==> src/led_pd_cfg.svh <==
`ifndef LED_PD_CFG_SVH
`define LED_PD_CFG_SVH

// ****************************************
// register map and fields
// ****************************************
`define PD_CTRL_OFFSET     8'h00
`define GAMMA_IDX_OFFSET   8'h01
`define GAMMA_CODE_OFFSET  8'h02
`define STATUS_OFFSET      8'h03
`define SOFT_PD_BIT_POS    0
`define PD_CTRL_RESET      8'h00
`define GAMMA_IDX_RESET    8'h00

// ****************************************
// status fields
// ****************************************
`define STAT_SOFT_PD_POS   0
`define STAT_HARD_PD_POS   1
`define STAT_RUN_POS       2

`endif

==> src/led_pd_pkg.sv <==
package led_pd_pkg;
	typedef logic [7:0] byte_t;
	typedef enum logic [1:0] {MODE_RUN, MODE_SOFT_PD, MODE_HARD_PD} pd_mode_e;
endpackage

==> src/led_power_down.sv <==
// Decided for this implementation: the address-and-strobe port.
`timescale 1ns/10ps
`default_nettype none
`include "led_pd_cfg.svh"

module led_power_down
	import led_pd_pkg::*;
#(
	parameter int CHANNELS = 36
)
(
	// clock and reset
	input  wire logic                clock,
	input  wire logic                rst_n,
	// register port
	input  wire logic [7:0]          addr,
	input  wire logic [7:0]          wdata,
	input  wire logic                wr_en,
	input  wire logic                rd_en,
	output logic      [7:0]          rdata,
	// pins and channels
	input  wire logic                power_down_pin_n,
	input  wire logic [CHANNELS-1:0] chan_request,
	output logic      [CHANNELS-1:0] chan_drive,
	output logic                     chan_active
);

	// ****************************************
	// register state
	// ****************************************
	byte_t          ctrl_q, ctrl_d;
	logic     [5:0] gidx_q, gidx_d;
	byte_t          rdata_q, rdata_d;
	logic     [7:0] gamma_code;
	byte_t          status;
	logic           hit_ctrl;
	logic           hit_gidx;
	pd_mode_e       mode;

	// ****************************************
	// gamma lookup
	// ****************************************
	// fixed curve; software picks the index, reads the code back
	gamma_rom u_gamma
	(
		.index (gidx_q),
		.code  (gamma_code)
	);

	// ****************************************
	// register port
	// ****************************************
	// address decode for the writable registers
	always_comb
	begin
		hit_ctrl = wr_en && (addr == `PD_CTRL_OFFSET);
		hit_gidx = wr_en && (addr == `GAMMA_IDX_OFFSET);
	end

	// register writes; nothing here depends on mode
	always_comb
	begin
		ctrl_d = ctrl_q;
		gidx_d = gidx_q;
		if (hit_ctrl)
		begin
			ctrl_d = wdata; // all eight bits kept
		end
		if (hit_gidx)
		begin
			gidx_d = wdata[5:0]; // upper bits dropped
		end
	end

	// ****************************************
	// status byte
	// ****************************************
	// one-hot mode report, soft shutdown first
	always_comb
	begin
		status                    = 8'h00;
		status[`STAT_SOFT_PD_POS] = (mode == MODE_SOFT_PD);
		status[`STAT_HARD_PD_POS] = (mode == MODE_HARD_PD);
		status[`STAT_RUN_POS]     = (mode == MODE_RUN);
	end

	// read mux, unmapped or idle reads zero
	always_comb
	begin
		rdata_d = 8'h00;
		if (rd_en)
		begin
			case (addr)
				`PD_CTRL_OFFSET:
				begin
					rdata_d = ctrl_q;
				end
				`GAMMA_IDX_OFFSET:
				begin
					rdata_d = {2'h0, gidx_q};
				end
				`GAMMA_CODE_OFFSET:
				begin
					rdata_d = gamma_code;
				end
				`STATUS_OFFSET:
				begin
					rdata_d = status;
				end
				default:
				begin
					rdata_d = 8'h00;
				end
			endcase
		end
	end

	// register file and read data flops
	always_ff @(posedge clock)
	begin
		if (!rst_n)
		begin
			ctrl_q  <= `PD_CTRL_RESET;
			gidx_q  <= 6'(`GAMMA_IDX_RESET);
			rdata_q <= 8'h00;
		end
		else
		begin
			ctrl_q  <= ctrl_d;
			gidx_q  <= gidx_d;
			rdata_q <= rdata_d;
		end
	end

	// ****************************************
	// shutdown decision
	// ****************************************
	// pin low wins over the soft bit
	always_comb
	begin
		if (!power_down_pin_n)
		begin
			mode = MODE_HARD_PD;
		end
		else if (!ctrl_q[`SOFT_PD_BIT_POS])
		begin
			mode = MODE_SOFT_PD;
		end
		else
		begin
			mode = MODE_RUN;
		end
	end

	// ****************************************
	// channel gating
	// ****************************************
	logic                      active_q, active_d;
	logic [CHANNELS-1:0]       drive_q, drive_d;
	wire  logic [CHANNELS-1:0] gated;

	// one gate per channel; no chan_request bit can bypass it
	genvar ch;
	generate
		for (ch = 0; ch < CHANNELS; ch++)
		begin : g_gate
			assign gated[ch] = (mode == MODE_RUN) & chan_request[ch];
		end
	endgenerate

	// run only with pin high and soft bit set
	always_comb
	begin
		active_d = (mode == MODE_RUN);
		drive_d  = gated;
	end

	// registered so nothing glitches onto the pins
	always_ff @(posedge clock)
	begin
		if (!rst_n)
		begin
			drive_q  <= '0;
			active_q <= 1'b0;
		end
		else
		begin
			drive_q  <= drive_d;
			active_q <= active_d;
		end
	end

	// ****************************************
	// outputs
	// ****************************************
	// every output straight from its flop
	assign rdata       = rdata_q;
	assign chan_drive  = drive_q;
	assign chan_active = active_q;

endmodule

`default_nettype wire

==> src/gamma_rom.sv <==
`timescale 1ns/10ps
`default_nettype none

module gamma_rom
	import led_pd_pkg::*;
(
	// lookup
	input  wire logic [5:0] index,
	output logic      [7:0] code
);

	// 64-step monotonic duty curve, 0 to full scale
	localparam logic [511:0] TABLE = {
		8'hFF, 8'hFB, 8'hF4, 8'hED, 8'hE6, 8'hDF, 8'hD8, 8'hD1,
		8'hCA, 8'hC3, 8'hBC, 8'hB6, 8'hB0, 8'hAA, 8'hA4, 8'h9E,
		8'h98, 8'h92, 8'h8C, 8'h86, 8'h81, 8'h7C, 8'h77, 8'h72,
		8'h6D, 8'h68, 8'h63, 8'h5E, 8'h59, 8'h55, 8'h51, 8'h4D,
		8'h49, 8'h45, 8'h41, 8'h3D, 8'h39, 8'h35, 8'h32, 8'h2F,
		8'h2C, 8'h29, 8'h26, 8'h23, 8'h20, 8'h1D, 8'h1A, 8'h18,
		8'h16, 8'h14, 8'h12, 8'h10, 8'h0E, 8'h0C, 8'h0A, 8'h08,
		8'h07, 8'h06, 8'h05, 8'h04, 8'h03, 8'h02, 8'h01, 8'h00
	};

	// entry select
	always_comb
	begin
		code = TABLE[{index, 3'h0} +: 8];
	end

endmodule

`default_nettype wire

==> config.mk <==
export PLATFORM = sky130hd
export DESIGN_NAME = led_power_down
export DESIGN_NICKNAME = d
export VERILOG_FILES = /design/src/led_pd_pkg.sv /design/src/led_power_down.sv /design/src/gamma_rom.sv
export VERILOG_INCLUDE_DIRS = /design/src
export SDC_FILE = /design/constraint.sdc
export NUM_CORES = 1
export LEC_CHECK = 0
export ABC_AREA = 0
export BUFFER_PORTS_ARGS = -buffer_cell sky130_fd_sc_hd__buf_2
export CAP_MARGIN = 10
export CORE_ASPECT_RATIO = 1.25
export CORE_MARGIN = 2
export CORE_UTILIZATION = 44
export CTS_CLUSTER_DIAMETER = 40
export CTS_CLUSTER_SIZE = 20
export DETAILED_ROUTE_END_ITERATION = 16
export GPL_TIMING_DRIVEN = 0
export HOLD_SLACK_MARGIN = 0.1
export PLACE_DENSITY = 0.79
export SYNTH_ARGS = -nofsm -noshare
export SYNTH_HDL_FRONTEND = slang
export SYNTH_SLANG_ARGS = --single-unit
==> constraint.sdc <==
create_clock -name clock -period 1.85 [get_ports clock]
set_clock_uncertainty 0.05 [all_clocks]
set_input_delay 0.185 -clock clock [delete_from_list [all_inputs] [get_ports clock]]
set_output_delay 0.185 -clock clock [all_outputs]
set_load 0.02 [all_outputs]
==> results.py <==
metrics = {
    "logic_synthesis": {
        "dominantRegCellSynth": "sky130_fd_sc_hd__dfxtp_1",
        "syn-mean-instance-area_um2": 9.42,
        "synth.yosys.seq_area_share_pct": 45.0,
        "synthMuxAreaShare_pct": 8.90,
        "synth-seq-cells": 59,
        "cell_area_after_synthesis_mm2": 0.00263,
        "main_combinational_cell_family_by_area_after_synthesis": "simple AND/OR/NAND/NOR gates",
        "yosys.area_share.simple_pct": 24.7,
        "async_flop_share_pct": 0,
        "yosys.area_share.xor_xnor_pct": 0.333,
        "post_synth_edffs": 0,
        "post_syn_nets": 343,
        "syn_inst": 279,
        "synth-compound-area-share_pct": 12.9,
        "yosysWarnings": 0,
        "adder_cell_area_share_of_the_yosys_netlist_pct": 3.71,
        "synthDistinctLibCells": 46,
    },
    "critical_path": {
        "cpMaxStageDelayCell": "sky130_fd_sc_hd__dfxtp_4",
        "crit_path_launch_type": "flip-flop",
        "ff2ff_path_depth": 7,
        "reg2reg_from": "gidx_q[0]",
        "critPathMaxFanout": 6,
        "worstPathArrival_ns": 2.01,
        "critical_path.endpoint": "rdata[2]",
        "cp_cell_sequence": "inv_8 -> ha_4 -> inv_1 -> a211o_1 -> a32oi_2 -> o311ai_2 -> a221oi_2",
        "setup.worst_path.start": "gidx_q[0]",
        "critPathRequiredTime_ns": 2.05,
        "critical_path.reg2reg.endpoint": "rdata[2]",
        "endpoint_kind": "flip-flop",
        "critPathKind": "flip-flop to flip-flop",
        "crit_path_max_cell_delay_ns": 0.38,
        "r2r_slack_ns": 0.03,
    },
    "timing": {
        "layout_min_cycle_time_ns": 1.82,
        "timing_max_transition_violations_final": 0,
        "worst_pin_slew_ns": 0.574,
        "fmax_mhz": 551,
        "finalSetupTns_ns": 0,
        "final.period_utilization_pct": 98.1,
        "final.hold.worst_slack_ns": 0.120,
        "timing_hold_violations_final": 0,
        "setup_viol": 0,
        "worst_slew_margin_rel_pct": 61.7,
    },
    "global_route": {
        "gr-total-overflow": 0,
        "vias_in_the_first_global_route": 2927,
        "grt_usage_pct": 27.7,
        "grt_antenna_before_repair": 0,
        "wire_length_of_the_first_global_routing_pass_um": 14100,
        "grt_start_max_net_pins": 12,
    },
    "detailed_routing": {
        "vias": 2750,
        "routed_wirelength_um": 8850,
        "drc": 0,
        "antenna_left": 0,
        "drt-vias-per-instance": 5.36,
        "drtPass1Iterations": 8,
        "avgRoutedWirePerCell_um": 17.2,
        "detail_route.iter0.violations": 291,
    },
    "floorplanning": {
        "rows": 31,
        "start_util_pct": 45.5,
        "design.die.area_mm2": 0.00661,
        "coreArea_mm2": 0.00578,
        "num_io_pins": 102,
        "die_height_um": 90.4,
        "floorplan.die.width_um": 73.1,
    },
    "pwr": {
        "leakagePower_nw": 1.87,
        "power.density_mw_per_mm2": 650,
        "power.ir.vdd_worst_mv": 0.648,
    },
    "placed_design": {
        "routabilityCongestion": 0.921,
        "dp_hpwl_um": 5260,
        "dpl-instance-area_mm2": 0.00322,
        "placement.io_buffers": 101,
        "place.detailed.instances": 446,
    },
    "layout": {
        "final_cell_mix": "sky130_fd_sc_hd__buf_2 (105), sky130_fd_sc_hd__dfxtp_1 (57), sky130_fd_sc_hd__dlygate4sd3_1 (43)",
        "antenna_cells_inserted": 0,
        "final_layout_size_suffix_gt1_share_pct": 36.2,
        "multi_input_comb_area_mm2": 0.00142,
        "layout_commonest_cell": "sky130_fd_sc_hd__buf_2",
        "area_added_between_synthesis_and_finish_pct": 54.1,
        "design_area_mm2": 0.00405,
        "layout.core_utilization_pct": 70.1,
        "nets_finish": 506,
        "sequential_cell_area_mm2": 0.00119,
        "fill_cells": 407,
        "layout.cells.non_filler": 513,
    },
    "min_path": {
        "min_path_type": "input port to flip-flop",
    },
    "clock_tree": {
        "cts_tree": "yes",
        "tritoncts.num_buffers": 9,
        "ctsRootBufferMaster": "sky130_fd_sc_hd__clkbuf_8",
        "cts_htree_levels": 3,
        "clkTransAtPathRegs_ns": 0.07,
        "worst_case_clock_buffer_depth": 2,
        "clk_latency_ns": 0.33,
        "clock_sink_count": 59,
    },
    "job": {
        "cap_viol_max_count": 0,
    },
    "status": {
        "outcome": "finished, final reports clean",
    },
}
-- flip-flops by register name, indices dropped and copies added (netlist names) --
name	flops
rdata	8
ctrl_q	8
chan_drive	36
gidx_q	6
chan_active	1
-- cells by family (layout without fill, tap and decap cells) --
kind of cell,Yosys count,after routing
adder cells (fa/ha/maj),8,8
buffers and inverters,28,196
flip-flops,59,59
AO/OA/AOI/OAI,50,50
AND/OR/NAND/NOR,111,111
multiplexers,22,22
XOR/XNOR,1,1
-- Yosys cell counts, types with 2 or more instances --
cell type                  number  area, um2
sky130_fd_sc_hd__nand4_1        4       25.0
sky130_fd_sc_hd__and3_1         2       12.5
sky130_fd_sc_hd__o211ai_1       5       37.5
sky130_fd_sc_hd__nand2b_1       6       37.5
sky130_fd_sc_hd__nand2_1       11       41.3
sky130_fd_sc_hd__a31oi_1        3       18.8
sky130_fd_sc_hd__nor4b_1        2       17.5
sky130_fd_sc_hd__clkbuf_1       9       33.8
sky130_fd_sc_hd__buf_2         10       50.1
sky130_fd_sc_hd__nor2_1        17       63.8
sky130_fd_sc_hd__nor2b_1       16        100
sky130_fd_sc_hd__mux2i_1       20        200
sky130_fd_sc_hd__a21oi_1       17       85.1
sky130_fd_sc_hd__nand3_2        2       20.0
sky130_fd_sc_hd__nor3_1         4       20.0
sky130_fd_sc_hd__o21ai_0        4       20.0
sky130_fd_sc_hd__o311ai_0       2       17.5
sky130_fd_sc_hd__and2_1        37        231
sky130_fd_sc_hd__o22ai_1        2       12.5
sky130_fd_sc_hd__ha_1           7       87.6
sky130_fd_sc_hd__a22oi_1        3       22.5
sky130_fd_sc_hd__o221ai_1       3       26.3
sky130_fd_sc_hd__buf_1          2       7.51
sky130_fd_sc_hd__a211o_1        2       17.5
sky130_fd_sc_hd__dfxtp_1       59       1180
sky130_fd_sc_hd__inv_1          7       26.3
sky130_fd_sc_hd__nand3_1        4       20.0
-- metrics by stage --
stage	setup WS [ns]	total power, W
2_1_floorplan	0.0347	0.00133
3_3_place_gp	-0.414	0.00140
3_5_place_dp	-0.413	0.00140
4_1_cts	-0.0405	0.00262
5_1_grt	-0.0405	0.00271
6_report	0.0349	0.00263
-- how the worst min path moves through the flow --
stage                           startpoint              to  slack, ns  cells after the start
after floorplan            chan_request[0]   chan_drive[0]       0.26                      1
after CTS                         wdata[2]       gidx_q[2]       0.12                      3
after global placement     chan_request[1]   chan_drive[1]       0.33                      2
final                             wdata[2]       gidx_q[2]       0.12                      3
after global routing                 rst_n       gidx_q[5]       0.14                      2
after detailed placement  chan_request[18]  chan_drive[18]       0.34                      2
-- layout make-up --
cell class	instances	area share (%)
timing repair buffer	152	24.7
buffer	21	2.87
multi-input combinational	192	35.1
clock buffer	10	3.40
sequential	59	29.3
inverter	7	0.958
tap	66	2.04
clock inverter	6	1.61
-- critical path: cells and delay by family, from the launching register on --
kind                       cells  cell delay (ns)
adders and majority gates      1             0.28
AOI/OAI and AO/OA              4             0.90
buffers and inverters          2             0.13
DFF                            1             0.38
-- layer usage --
layer | track usage (%) | share of wire, %
met5 | 0 | 0
met2 | 46.5 | 49
met4 | 13.1 | 4.2
met3 | 10.3 | 11
met1 | 29.9 | 36
-- power breakdown --
part           switching (W)  internal, W  total, W  leakage, nW
Clock               0.000524     0.000658   0.00118        0.102
Combinational      0.0000670     0.000116  0.000183         1.29
Sequential       0.000000400      0.00127   0.00127        0.477
-- repair_timing --
action / CTS / global route
hold buffers: 43 / 0
pin swaps: 3 / 6
gates resized for setup: 19 / 19
buffers inserted: 8 / 0
endpoints found under the hold margin: 46 / 0
endpoints found under the setup margin: 5 / 7
(Power assumes the default switching activity.)
